===== config.mk =====
export PLATFORM = sky130hd
export DESIGN_NAME = ohp_host_port
export DESIGN_NICKNAME = d
export VERILOG_FILES = /design/src/ohp_pkg.sv /design/src/ohp_sync.sv /design/src/ohp_host_port.sv
export SDC_FILE = /design/constraint.sdc
export NUM_CORES = 1
export LEC_CHECK = 0
export BUFFER_PORTS_ARGS = -buffer_cell sky130_fd_sc_hd__clkbuf_2
export CELL_PAD_IN_SITES_DETAIL_PLACEMENT = 1
export CELL_PAD_IN_SITES_GLOBAL_PLACEMENT = 2
export CORE_MARGIN = 8
export CORE_UTILIZATION = 40
export DETAILED_ROUTE_END_ITERATION = 8
export MAX_ROUTING_LAYER = met4
export PLACE_DENSITY_LB_ADDON = 0.1
export SYNTH_ARGS = -nofsm -noshare
export SYNTH_HDL_FRONTEND = slang
export SYNTH_SLANG_ARGS = --single-unit
export TNS_END_PERCENT = 5

===== constraint.sdc =====
create_clock -name mclk_i -period 5.2 [get_ports mclk_i]
set_input_delay 0.26 -clock mclk_i [delete_from_list [all_inputs] [get_ports mclk_i]]
set_output_delay 0.26 -clock mclk_i [all_outputs]
set_load 0.05 [all_outputs]

===== src/ohp_pkg.sv =====
package ohp_pkg;
    // Interface modes decoded from the two strap inputs.
    typedef enum logic [1:0] {
        OHP_MODE_68,
        OHP_MODE_80,
        OHP_MODE_SER,
        OHP_MODE_BAD
    } ohp_mode_type;

    // Strap encodings, given as {iface_sel_hi, iface_sel_lo}.
    localparam logic [1:0] OHP_STRAP_68 = 2'h2;
    localparam logic [1:0] OHP_STRAP_80 = 2'h3;
    localparam logic [1:0] OHP_STRAP_SER = 2'h0;

    // Bus layout.
    localparam int OHP_BUS_W = 8;
    localparam int OHP_SER_DATA_BIT = 1;
    localparam int OHP_SER_CLK_BIT = 0;
    localparam int OHP_SYNC_STAGES = 2;

    // Reset values.
    localparam logic [7:0] OHP_BYTE_RST = 8'h00;
    localparam logic [2:0] OHP_CNT_RST = 3'h0;
    localparam logic [2:0] OHP_CNT_LAST = 3'h7;
endpackage : ohp_pkg


===== src/ohp_sync.sv =====
`timescale 1ns/1ps
// Two-stage synchroniser for a vector of pin levels.
module ohp_sync
    import ohp_pkg::*;
#(
    parameter int W = 1
) (
    // Clock and reset.
    input wire logic mclk_i,
    input wire logic rst_b_i,
    // Levels.
    input wire logic [W-1:0] async_i,
    output logic [W-1:0] sync_o
);
    logic [W-1:0] meta_q;
    logic [W-1:0] meta_d;
    logic [W-1:0] sync_q;
    logic [W-1:0] sync_d;

    // The first stage feeds only the second stage.
    always_comb begin
        meta_d = async_i;
        sync_d = meta_q;
    end

    // Both stages clear to zero under reset.
    always_ff @(posedge mclk_i or negedge rst_b_i) begin
        if (!rst_b_i) begin
            meta_q <= '0;
            sync_q <= '0;
        end else begin
            meta_q <= meta_d;
            sync_q <= sync_d;
        end
    end

    assign sync_o = sync_q;
endmodule : ohp_sync


===== src/ohp_host_port.sv =====
`timescale 1ns/1ps
// Function
// - Ignore all bus traffic unless select low
// - Reset low initialises controller state
// - Data/command high: byte is display data
// - Data/command low: byte goes to command
// - 68 mode: enable high with select starts
// - 80 mode: read strobe low starts read
// - Eight-bit bus, device drives only reads
// - Serial: bit1 data in, bit0 clock
// - Straps choose 68, 80 or serial mode
module ohp_host_port
    import ohp_pkg::*;
(
    // Clock and reset.
    input wire logic mclk_i,
    input wire logic rst_b_i,
    // Host pins.
    input wire logic ext_reset_n_i,
    input wire logic host_select_n_i,
    input wire logic data_cmd_sel_i,
    input wire logic rw_dir_i,
    input wire logic enable_strobe_i,
    input wire logic iface_sel_lo_i,
    input wire logic iface_sel_hi_i,
    input wire logic [7:0] host_bus_i,
    output logic [7:0] host_bus_o,
    output logic host_bus_oe_n_o,
    // Controller side.
    input wire logic [7:0] rd_data_i,
    output logic rd_req_o,
    output logic rd_dc_o,
    output logic wr_valid_o,
    output logic wr_dc_o,
    output logic [7:0] wr_data_o,
    output logic init_o
);
    localparam int SW = 15;
    logic [SW-1:0] raw;
    logic [SW-1:0] syn;
    logic s_rst_n, s_cs_n, s_dc, s_rw, s_en, s_lo, s_hi;
    logic [7:0] s_bus;
    ohp_mode_type mode;

    assign raw = {ext_reset_n_i, host_select_n_i, data_cmd_sel_i,
                  rw_dir_i, enable_strobe_i, iface_sel_lo_i,
                  iface_sel_hi_i, host_bus_i};

    // Every pin passes two flip-flops before any logic looks at it.
    ohp_sync #(.W(SW)) u_sync (
        .mclk_i(mclk_i),
        .rst_b_i(rst_b_i),
        .async_i(raw),
        .sync_o(syn)
    );

    assign {s_rst_n, s_cs_n, s_dc, s_rw, s_en, s_lo, s_hi, s_bus} = syn;

    // Strap decode; an unlisted code is a dead mode.
    always_comb begin
        case ({s_hi, s_lo})
            OHP_STRAP_68: mode = OHP_MODE_68;
            OHP_STRAP_80: mode = OHP_MODE_80;
            OHP_STRAP_SER: mode = OHP_MODE_SER;
            default: mode = OHP_MODE_BAD;
        endcase
    end

    // Strobe and serial-clock history for edge finding.
    logic en_q, en_d, wr_q, wr_d, sck_q, sck_d;
    logic act_q, act_d;
    logic [7:0] sh_q, sh_d;
    logic [2:0] cnt_q, cnt_d;
    logic [7:0] wdat_q, wdat_d, rdat_q, rdat_d;
    logic wv_q, wv_d, wdc_q, wdc_d, rreq_q, rreq_d, rdc_q, rdc_d;
    logic oe_n_q, oe_n_d;
    logic sel, start68, end68, start80r, end80r, end80w, sck_rise;
    logic in_reset;

    assign in_reset = !s_rst_n;
    assign sel = !s_cs_n && !in_reset;
    assign start68 = mode == OHP_MODE_68 && sel && s_en && !en_q;
    assign end68 = mode == OHP_MODE_68 && sel && !s_en && en_q;
    assign start80r = mode == OHP_MODE_80 && sel && !s_en && en_q;
    assign end80r = mode == OHP_MODE_80 && s_en && !en_q && act_q;
    assign end80w = mode == OHP_MODE_80 && sel && s_rw && !wr_q;
    assign sck_rise = mode == OHP_MODE_SER && sel
                      && s_bus[OHP_SER_CLK_BIT] && !sck_q;

    // Next-state logic for the whole port.
    always_comb begin
        en_d = s_en;
        wr_d = s_rw;
        sck_d = s_bus[OHP_SER_CLK_BIT];
        act_d = act_q;
        sh_d = sh_q;
        cnt_d = cnt_q;
        wdat_d = wdat_q;
        wdc_d = wdc_q;
        wv_d = 1'b0;
        rreq_d = 1'b0;
        rdc_d = rdc_q;
        rdat_d = rdat_q;
        oe_n_d = oe_n_q;
        if (in_reset) begin
            act_d = 1'b0;
            cnt_d = OHP_CNT_RST;
            oe_n_d = 1'b1;
        end else begin
            // 68 mode: direction set by rw_dir; a read starts at enable rise, a write is latched at enable fall.
            if (start68 && s_rw) begin
                rreq_d = 1'b1;
                rdc_d = s_dc;
                rdat_d = rd_data_i;
                oe_n_d = 1'b0;
                act_d = 1'b1;
            end
            if (end68) begin
                act_d = 1'b0;
                oe_n_d = 1'b1;
                if (!s_rw) begin
                    wv_d = 1'b1;
                    wdat_d = s_bus;
                    wdc_d = s_dc;
                end
            end
            // 80 mode: read strobe low drives, write strobe rise captures.
            if (start80r) begin
                rreq_d = 1'b1;
                rdc_d = s_dc;
                rdat_d = rd_data_i;
                oe_n_d = 1'b0;
                act_d = 1'b1;
            end
            if (end80r) begin
                act_d = 1'b0;
                oe_n_d = 1'b1;
            end
            if (end80w) begin
                wv_d = 1'b1;
                wdat_d = s_bus;
                wdc_d = s_dc;
            end
            // Serial mode: shift in MSB first, D/C taken on the eighth bit.
            if (mode != OHP_MODE_SER || !sel) begin
                cnt_d = OHP_CNT_RST;
            end else if (sck_rise) begin
                sh_d = {sh_q[6:0], s_bus[OHP_SER_DATA_BIT]};
                cnt_d = cnt_q + 3'h1;
                if (cnt_q == OHP_CNT_LAST) begin
                    wv_d = 1'b1;
                    wdat_d = {sh_q[6:0], s_bus[OHP_SER_DATA_BIT]};
                    wdc_d = s_dc;
                end
            end
            // Deselect or a switch to serial or dead mode releases the bus at once.
            if (!sel || mode == OHP_MODE_SER || mode == OHP_MODE_BAD) begin
                oe_n_d = 1'b1;
                act_d = 1'b0;
            end
        end
    end

    // Register stage; all outputs but init_o come straight from here.
    always_ff @(posedge mclk_i or negedge rst_b_i) begin
        if (!rst_b_i) begin
            en_q <= 1'b0;
            wr_q <= 1'b1; // Strobe idles high, but the sync clears s_rw low, so a rise still shows when the pin level arrives after reset.
            sck_q <= 1'b0;
            act_q <= 1'b0;
            sh_q <= OHP_BYTE_RST;
            cnt_q <= OHP_CNT_RST;
            wdat_q <= OHP_BYTE_RST;
            wdc_q <= 1'b0;
            wv_q <= 1'b0;
            rreq_q <= 1'b0;
            rdc_q <= 1'b0;
            rdat_q <= OHP_BYTE_RST;
            oe_n_q <= 1'b1;
        end else begin
            en_q <= en_d;
            wr_q <= wr_d;
            sck_q <= sck_d;
            act_q <= act_d;
            sh_q <= sh_d;
            cnt_q <= cnt_d;
            wdat_q <= wdat_d;
            wdc_q <= wdc_d;
            wv_q <= wv_d;
            rreq_q <= rreq_d;
            rdc_q <= rdc_d;
            rdat_q <= rdat_d;
            oe_n_q <= oe_n_d;
        end
    end

    assign host_bus_o = rdat_q;
    assign host_bus_oe_n_o = oe_n_q;
    assign wr_valid_o = wv_q;
    assign wr_dc_o = wdc_q;
    assign wr_data_o = wdat_q;
    assign rd_req_o = rreq_q;
    assign rd_dc_o = rdc_q;
    assign init_o = in_reset;

    // Checks.
    property p_cs_gate;
        @(posedge mclk_i) disable iff (!rst_b_i)
        s_cs_n |=> !wv_q && !rreq_q;
    endproperty
    a_cs_gate: assert property (p_cs_gate)
        else $error("transfer while deselected");

    property p_reset_idle;
        @(posedge mclk_i) disable iff (!rst_b_i)
        in_reset |=> oe_n_q && !wv_q && cnt_q == OHP_CNT_RST;
    endproperty
    a_reset_idle: assert property (p_reset_idle)
        else $error("activity during reset");

    property p_dc_data;
        @(posedge mclk_i) disable iff (!rst_b_i)
        (end68 && !s_rw && s_dc) |=> wv_q && wdc_q;
    endproperty
    a_dc_data: assert property (p_dc_data)
        else $error("data byte not marked data");

    property p_dc_cmd;
        @(posedge mclk_i) disable iff (!rst_b_i)
        (end80w && !s_dc) |=> wv_q && !wdc_q && wdat_q == $past(s_bus);
    endproperty
    a_dc_cmd: assert property (p_dc_cmd)
        else $error("command byte mishandled");

    property p_68_read;
        @(posedge mclk_i) disable iff (!rst_b_i)
        (start68 && s_rw) |=> rreq_q && !oe_n_q;
    endproperty
    a_68_read: assert property (p_68_read)
        else $error("68 read not started");

    property p_80_read;
        @(posedge mclk_i) disable iff (!rst_b_i)
        start80r |=> rreq_q ##1 !rreq_q;
    endproperty
    a_80_read: assert property (p_80_read)
        else $error("80 read not started");

    property p_drive_only_read;
        @(posedge mclk_i) disable iff (!rst_b_i)
        $fell(oe_n_q) |-> $past(start68 || start80r);
    endproperty
    a_drive_only_read: assert property (p_drive_only_read)
        else $error("bus driven outside read");

    property p_serial_byte;
        @(posedge mclk_i) disable iff (!rst_b_i)
        (sck_rise && cnt_q == OHP_CNT_LAST) |=> wv_q && cnt_q == OHP_CNT_RST;
    endproperty
    a_serial_byte: assert property (p_serial_byte)
        else $error("serial byte not delivered");

    property p_serial_no_drive;
        @(posedge mclk_i) disable iff (!rst_b_i)
        mode == OHP_MODE_SER |=> oe_n_q;
    endproperty
    a_serial_no_drive: assert property (p_serial_no_drive)
        else $error("bus driven in serial mode");
endmodule : ohp_host_port


-- Yosys cells after proc, flatten, opt, wreduce, memory -nomap -nowiden
Cells that the tools add are included.
- logic and storage cells: 101
- register bits: 65
- multiplexer cells: 42
- eq/ne operators: 9
- reductions and logical operators: 33
- $add $sub $neg: 1
- bitwise gates (word level): 1
- operators with widths (operator ; number):
    $mux W8 ; 8
    $mux W1 ; 30
    $logic_and A1 B1 Y1 ; 18
    $mux W3 ; 3
    $eq A2 B2 Y1 const B ; 4
    $logic_not A1 Y1 ; 7
    $ne A6 B6 Y1 const B ; 1
    $pmux W2 S3 ; 1
    $logic_not A2 Y1 ; 2
    $add A3 B1 Y3 const B ; 1
    $eq A3 B3 Y1 const B ; 1
    $logic_or A1 B1 Y1 ; 3
    $ne A3 B3 Y1 const B ; 1
    $reduce_and A3 Y1 ; 1
    $eq A2 B1 Y1 const B ; 1
    $ne A2 B2 Y1 const B ; 1
    $reduce_and A2 Y1 ; 1
    $reduce_bool A2 Y1 ; 1
    $not A1 Y1 ; 1

-- Longest topological paths before layout
Gate-level depths: netlist of the first run.
- depth in word-level cells: 13
- mapped depth: 6
- mapped depth without buffers: 5

-- By module
A second synthesis of the first run with hierarchy kept.
- cells, all modules: 157
- area, all modules: 2357.3 um2
- modules (own cells, without submodules) (module ; area each (um2) ; instances ; cells an instance):
    ohp_host_port ; 1606.5 ; 1 ; 127
    ohp_sync ; 750.7 ; 1 ; 30

-- Worst setup path after synthesis of the first run
Ideal clock, no wire load.
- path type: flip-flop to flip-flop
- start: register u_sync.sync_q[9], in the netlist u_sync.sync_o[9]
- end: register sh_q[0]
- arrival time: 1.669 ns
- path slack: 3.405 ns
- period minus slack after synthesis: 1.795 ns
- buffers on the path: 2
- cell stages (with the launch flop): 6
- cell sequence: dfrtp_1 -> buf_6 -> or4b_4 -> or2_1 -> buf_6 -> mux2_4
- longest elaborated chain between the ends: 7
- elaborated cells on any way between the ends: 12
- those cells by class: eq/ne: 4; mux: 1; bitwise: 1; reduce/logical: 6
- ends and longest elaborated chain (element ; RTL line ; text):
    start, declared ; ohp_sync.sv:17 ; logic [W-1:0] sync_q;
    start signal, assigned ; ohp_sync.sv:33 ; sync_q <= sync_d;
    $eq A2 B2 Y1 / $logic_not A2 Y1 (equally long branches) ; ohp_host_port.sv:61 ; case ({s_hi, s_lo})
    $pmux W2 S3 * ; ohp_host_port.sv:61 ;
    $eq A2 B2 Y1 ; ohp_host_port.sv:87 ; assign sck_rise = mode == OHP_MODE_SER && sel
    $logic_and A1 B1 Y1 ; ohp_host_port.sv:87 ;
    $logic_and A1 B1 Y1 (2 in series) ; ohp_host_port.sv:88 ; && s_bus[OHP_SER_CLK_BIT] && !sck_q;
    $reduce_and A3 Y1 (no source line) * ; - ;
    end signal, assigned ; ohp_host_port.sv:171 ; sh_q <= OHP_BYTE_RST;
    end signal, assigned ; ohp_host_port.sv:185 ; sh_q <= sh_d;
    end, declared ; ohp_host_port.sv:72 ; logic [7:0] sh_q, sh_d;
Every way passes the cells marked *; elsewhere a longest branch is shown, timed or not.
A chain may end at the register's enable or synchronous reset.

-- Worst setup path in the final report of the first run
- start: register u_sync.sync_q[13], in the netlist u_sync.sync_o[13]
- end: register rdat_q[2], in the netlist host_bus_o[2]
- longest elaborated chain between the ends: 8
- elaborated cells on any way between the ends: 12
- those cells by class: mux: 1; reduce/logical: 11
- ends and longest elaborated chain (element ; RTL line ; text):
    $logic_not A1 Y1 * ; ohp_host_port.sv:81 ; assign sel = !s_cs_n && !in_reset;
    $logic_and A1 B1 Y1 * ; ohp_host_port.sv:81 ;
    $logic_and A1 B1 Y1 (3 in series) ; ohp_host_port.sv:82 ; assign start68 = mode == OHP_MODE_68 && sel && s_en && !en_q;
    $logic_and A1 B1 Y1 ; ohp_host_port.sv:111 ; if (start68 && s_rw) begin
    $reduce_bool A2 Y1 (no source line) ; - ;
    $reduce_and A2 Y1 (no source line) ; - ;
    end signal, assigned ; ohp_host_port.sv:192 ; rdat_q <= rdat_d;
    end, declared ; ohp_host_port.sv:74 ; logic [7:0] wdat_q, wdat_d, rdat_q, rdat_d;
Marked as above.

==> results of run 1 <==
==> worst max-delay path, delay by kind of cell (launching register included) <==
kind | cells | cell delay (ns)
AOI/OAI and AO/OA | 1 | 0.94
DFF | 1 | 0.41
muxes | 1 | 0.42
and+or+nand+nor | 1 | 0.42
==> layer usage <==
| metal | GRT usage [%] | part of all wire [%] |
|---|---|---|
| met1 | 15.9 | 49 |
| met2 | 17.9 | 43 |
| met3 | 4.21 | 5.7 |
| met4 | 8.05 | 1.9 |
| met5 | - | 0 |
==> cell usage in the layout, fill, tap and decap left out, types with 2 or more instances in the layout <==
cell and n:
a211oi_1 17, a21oi_1 11, bufinv_16 2, clkbuf_2 46
clkbuf_8 10, clkinvlp_4 3, dfrtp_1 63, dfstp_2 2
ha_1 2, inv_1 3, mux2_2 9, mux2_4 7
mux2i_1 2, nand3b_1 4, nor2_1 2, nor3_1 8
o21ai_0 3
==> flip-flops by register name, indices dropped and copies added (netlist names), 3 cells and up <==
| signal | flops |
|---|---|
| host_bus_o | 8 |
| sh_q | 7 |
| u_sync.meta_q | 15 |
| wr_data_o | 8 |
| u_sync.sync_o | 15 |
| cnt_q | 3 |
==> worst paths after layout <==
check | end | slack [ns]
min in group asynchronous | u_sync.meta_q[8] | 0.10
worst min-delay path | u_sync.meta_q[0] | 0.03
worst max register to register | host_bus_o[2] | 2.89
worst min register to register | u_sync.sync_o[3] | 0.35
worst max-delay path | host_bus_o[2] | 2.89
max in group asynchronous | u_sync.meta_q[3] | 4.59
==> cells by family (layout without fill, tap and decap cells) <==
kind of cell               after synthesis  in the layout  synth area share, %
and+or+nand+nor                         26             26                 7.71
adders and majority gates                2              2                 1.06
DFF                                     65             65                 69.3
muxes                                   18             18                 9.63
buffers and inverters                   12             66                 2.61
AOI/OAI and AO/OA                       35             35                 9.73
==> layout make-up <==
cell class,count,area (sq um)
fillers,616,2950
flip-flops and latches,65,1630
multi-input cells,81,662
repair buffers,47,238
clock buffers,10,138
well taps,75,93.8
clock inverters,6,91.3
inverters,3,11.3
==> cell usage after synthesis (3+ instances only) <==
| master | count |
|---|---|
| mux2_2 | 9 |
| inv_1 | 3 |
| nand3b_1 | 4 |
| nor3_1 | 8 |
| a211oi_1 | 17 |
| clkbuf_1 | 5 |
| dfrtp_1 | 63 |
| a21oi_1 | 11 |
| o21ai_0 | 3 |
| mux2_4 | 7 |
==> per-stage QoR <==
| step | power, mW | setup slack (ns) |
|---|---|---|
| after global routing | 1.37 | 2.69 |
| after floorplan | 0.772 | 3.41 |
| after global placement | 0.841 | 2.98 |
| after detailed placement | 0.848 | 2.86 |
| final | 1.31 | 2.89 |
| after CTS | 1.33 | 2.87 |
==> report_power, final <==
| part | internal [mW] | total (mW) | switching [mW] | leakage, nW |
|---|---|---|---|---|
| clock network | 0.283 | 0.478 | 0.195 | 0.105 |
| logic | 0.0641 | 0.246 | 0.182 | 0.443 |
| registers | 0.558 | 0.589 | 0.0313 | 0.792 |
| total | 0.906 | 1.31 | 0.408 | 1.34 |
==> impl_metrics.yaml, run 1 <==
logic_synthesis:
  ys_async_sr_fraction_pct: 100
  ys_warn_count: 0
  seq_area_frac_synth_pct: 69.3
  synth_fp_nets: 185
  ys_ff_latch: 65
  yosysTopAreaCell: "dfrtp_1"
  synth_area_leaders: "dfrtp_1 67%, a211oi_1 5.4%, mux2_4 4.5%, mux2_2 4.3%, a21oi_1 2.3%"
  synth_area_per_cell_sq_um: 14.9
  synth-main-ff-cell: "dfrtp_1"
  yosys.cell_types.count: 33
  synth_edf_count: 0
  synth_area_sq_um: 2350
  netlist_instances: 158
  synthDominantCellAreaShare_pct: 67.0
clock_tree:
  cts_setup_buffers: 0
  cts-resized-gates: 0
  tritoncts: "built"
  clkLatencyLatePin_ns: 0.33
  root_buffer: "clkbuf_8"
  cts_max_level: 3
  hold_buffers: 0
  cts_buffers: 9
  cts_buffer_depth: 2
  cts_sinks: 65
  clk_pin_slew_ns: 0.07
route:
  drtPass1Iterations: 4
  wl_per_cell_um: 17.0
  ant_nets: 0
  drc: 0
  drt_iter0_drc: 72
  vias_per_cell: 5.06
  vias: 1451
  drt_wl_total_um: 4890
critical_path:
  critPathLaunch: "u_sync.sync_o[13]"
  crit_slowest_cell: "a21oi_1"
  cp-end-kind: "flop"
  path_cells: "nand3b_1, a21oi_1, mux2_2"
  crit_required_ns: 5.42
  max_stage_delay_ns: 0.94
  worstPathMaxFanout: 13
  cp.arrival_ns: 2.53
  r2r_cells: 3
  cp-start-kind: "flop"
  r2r_start: "u_sync.sync_o[13]"
  path_class: "reg2reg"
worst_hold_path:
  holdPathStages: 1
  hp-start: "host_bus_i[0]"
  hold_class: "in2reg"
finish:
  stdcell_count: 287
  fin_util_pct: 49.2
  drive_gt1_share_pct: 39.6
  postLayoutCellArea_sq_um: 2860
  area_delta_synth_final_pct: 21.7
  diodes: 0
  nets: 234
place:
  io_buffers: 46
  postPlaceCellArea_sq_um: 2630
  dp_hpwl_um: 3380
  placed_cells: 271
  gp_congestion: 0.782
sta:
  slew_violations: 0
  max_freq_mhz: 433
  finalCritPeriodShare_pct: 44.4
  fin_skew_ns: 0.00781
  post-route-min-period_ns: 2.31
  final_hold_viol_count: 0
  relSlewSlack_pct: 29.8
  holdWs_ns: 0.0255
  grt_setup_unrepaired: "false"
  finalSetupViolations: 0
  worstMarginPinSlew_ns: 1.05
  tns_ns: 0
run:
  maxCapViolations: 0
global_routing:
  grt_pass1_vias: 1643
  grt_antenna_before_repair: 0
  grt_pass1_wl_um: 8220
  overflow: 0
  grtUsageTotal_pct: 12.9
  grt_max_degree: 66
floorplanning:
  die_area_sq_um: 8590
  ios: 47
  fp.dieW_um: 92.7
  fp.dieH_um: 92.7
  coreArea_sq_um: 5820
  fp-row-count: 28
  start_util_pct: 40.4
pwr:
  leakage_nw: 1.34
  p_per_area_nw_per_um2: 459
  ir_drop_v: 0.000198
outcome:
  status: "completed"
Power figures use the tool's default switching activity.
==> run 2: changes to the inputs <==
--- a/config.mk
+++ b/config.mk
@@ -9,7 +9,7 @@
 export CELL_PAD_IN_SITES_DETAIL_PLACEMENT = 1
 export CELL_PAD_IN_SITES_GLOBAL_PLACEMENT = 2
 export CORE_MARGIN = 8
-export CORE_UTILIZATION = 40
+export CORE_UTILIZATION = 37
 export DETAILED_ROUTE_END_ITERATION = 8
 export MAX_ROUTING_LAYER = met4
 export PLACE_DENSITY_LB_ADDON = 0.1
==> constraint.sdc (replaced) <==
create_clock -name mclk_i -period 2.2 [get_ports mclk_i]
set_input_delay 0.11 -clock mclk_i [delete_from_list [all_inputs] [get_ports mclk_i]]
set_output_delay 0.11 -clock mclk_i [all_outputs]
set_load 0.05 [all_outputs]
==> impl_metrics.yaml, run 2 (synthesized netlist as in run 1, its figures left out) <==
route:
  ant_nets: 0
  drt_wl_total_um: 5320
  drtPass1Iterations: 4
  wl_per_cell_um: 16.8
  vias_per_cell: 4.98
  drt_iter0_drc: 46
  vias: 1580
  drc: 0
sta:
  max_freq_mhz: 524
  worstMarginPinSlew_ns: 0.756
  tns_ns: 0
  grt_setup_unrepaired: "false"
  fin_skew_ns: 0.00715
  finalSetupViolations: 0
  post-route-min-period_ns: 1.91
  final_hold_viol_count: 0
  slew_violations: 0
  holdWs_ns: 0.0141
  finalCritPeriodShare_pct: 86.7
  relSlewSlack_pct: 49.6
finish:
  drive_gt1_share_pct: 36.8
  nets: 261
  final_common_cell: "dfrtp_1"
  layout_common_cells: "63 x dfrtp_1, 46 x clkbuf_2, 23 x dlygate4sd3_1"
  fin_util_pct: 50.1
  area_delta_synth_final_pct: 33.0
outcome:
  status: "completed"
global_routing:
  grt_pass1_vias: 1797
  grt_pass1_wl_um: 9020
  overflow: 0
  grtUsageTotal_pct: 13.7
  grt_max_degree: 36
  grt_antenna_before_repair: 0
floorplanning:
  die_area_sq_um: 9170
  coreArea_sq_um: 6240
  fp-row-count: 29
  start_util_pct: 37.7
  fp.dieH_um: 95.7
  ios: 47
  fp.dieW_um: 95.7
place:
  dp_hpwl_um: 3720
  io_buffers: 46
  gp_congestion: 0.757
critical_path:
  cp-start-kind: "flop"
  crit_required_ns: 2.44
  cp-end-kind: "flop"
  worstPathMaxFanout: 11
  path_class: "reg2reg"
  cp.arrival_ns: 2.15
clock_tree:
  tritoncts: "built"
  cts_max_level: 3
  hold_buffers: 23
  clk_pin_slew_ns: 0.07
  cts_setup_buffers: 0
  cts_buffer_depth: 2
  cts_buffers: 9
  cts_sinks: 65
  cts-resized-gates: 0
  clkLatencyLatePin_ns: 0.34
  root_buffer: "clkbuf_8"
pwr:
  p_per_area_nw_per_um2: 994
  leakage_nw: 1.46
  ir_drop_v: 0.000543
run:
  maxCapViolations: 0
worst_hold_path:
  hold_class: "in2reg"
[run 2: path summary, 6_finish.rpt]
check,end,cells after the start,start,slack [ns]
max in group asynchronous,u_sync.meta_q[12],3,rst_b_i,1.19
worst max-delay path,wr_data_o[3],3,u_sync.sync_o[9],0.29
min in group asynchronous,wr_data_o[2],2,rst_b_i,0.37
worst min-delay path,host_bus_o[6],2,rd_data_i[6],0.01
worst max register to register,wr_data_o[3],3,u_sync.sync_o[9],0.29
worst min register to register,u_sync.sync_o[3],0,u_sync.meta_q[3],0.35
[run 2: critical path: stages (launching register included)]
cell and delay (ns):
dfrtp_1 0.46, or4b_1 0.73, a21o_1 0.35, a211oi_1 0.27
[run 2: stage by stage]
stage	instance area [sq um]	power [mW]	std cells	setup WS, ns
6_report	3130	3.11	317	0.292
5_1_grt	3130	3.24	316	0.157
4_1_cts	3130	3.16	316	0.275
3_5_place_dp	2680	2.02	277	0.268
3_3_place_gp	2680	2.00	277	0.376
2_1_floorplan	2350	1.82	158	0.405
[run 2: layer usage]
| layer | global-route usage, % | wire, um |
|---|---|---|
| met4 | 8.19 | 127 |
| met3 | 4.06 | 206 |
| met1 | 14.4 | 2170 |
| met2 | 22.3 | 2820 |
| met5 | - | 0 |
[run 2: final cells by class]
cell class / count / area [sq um]
clock buffers: 9 / 124
clock inverters: 7 / 93.8
well taps: 77 / 96.3
multi-input cells: 81 / 662
flip-flops and latches: 65 / 1630
inverters: 3 / 11.3
diodes: 1 / 2.50
repair buffers: 74 / 510
fillers: 644 / 3110
[run 2: power breakdown]
group          internal [mW]  switching, mW
registers               1.32         0.0770
clock network          0.637          0.459
logic                  0.183          0.437
total                   2.14          0.972
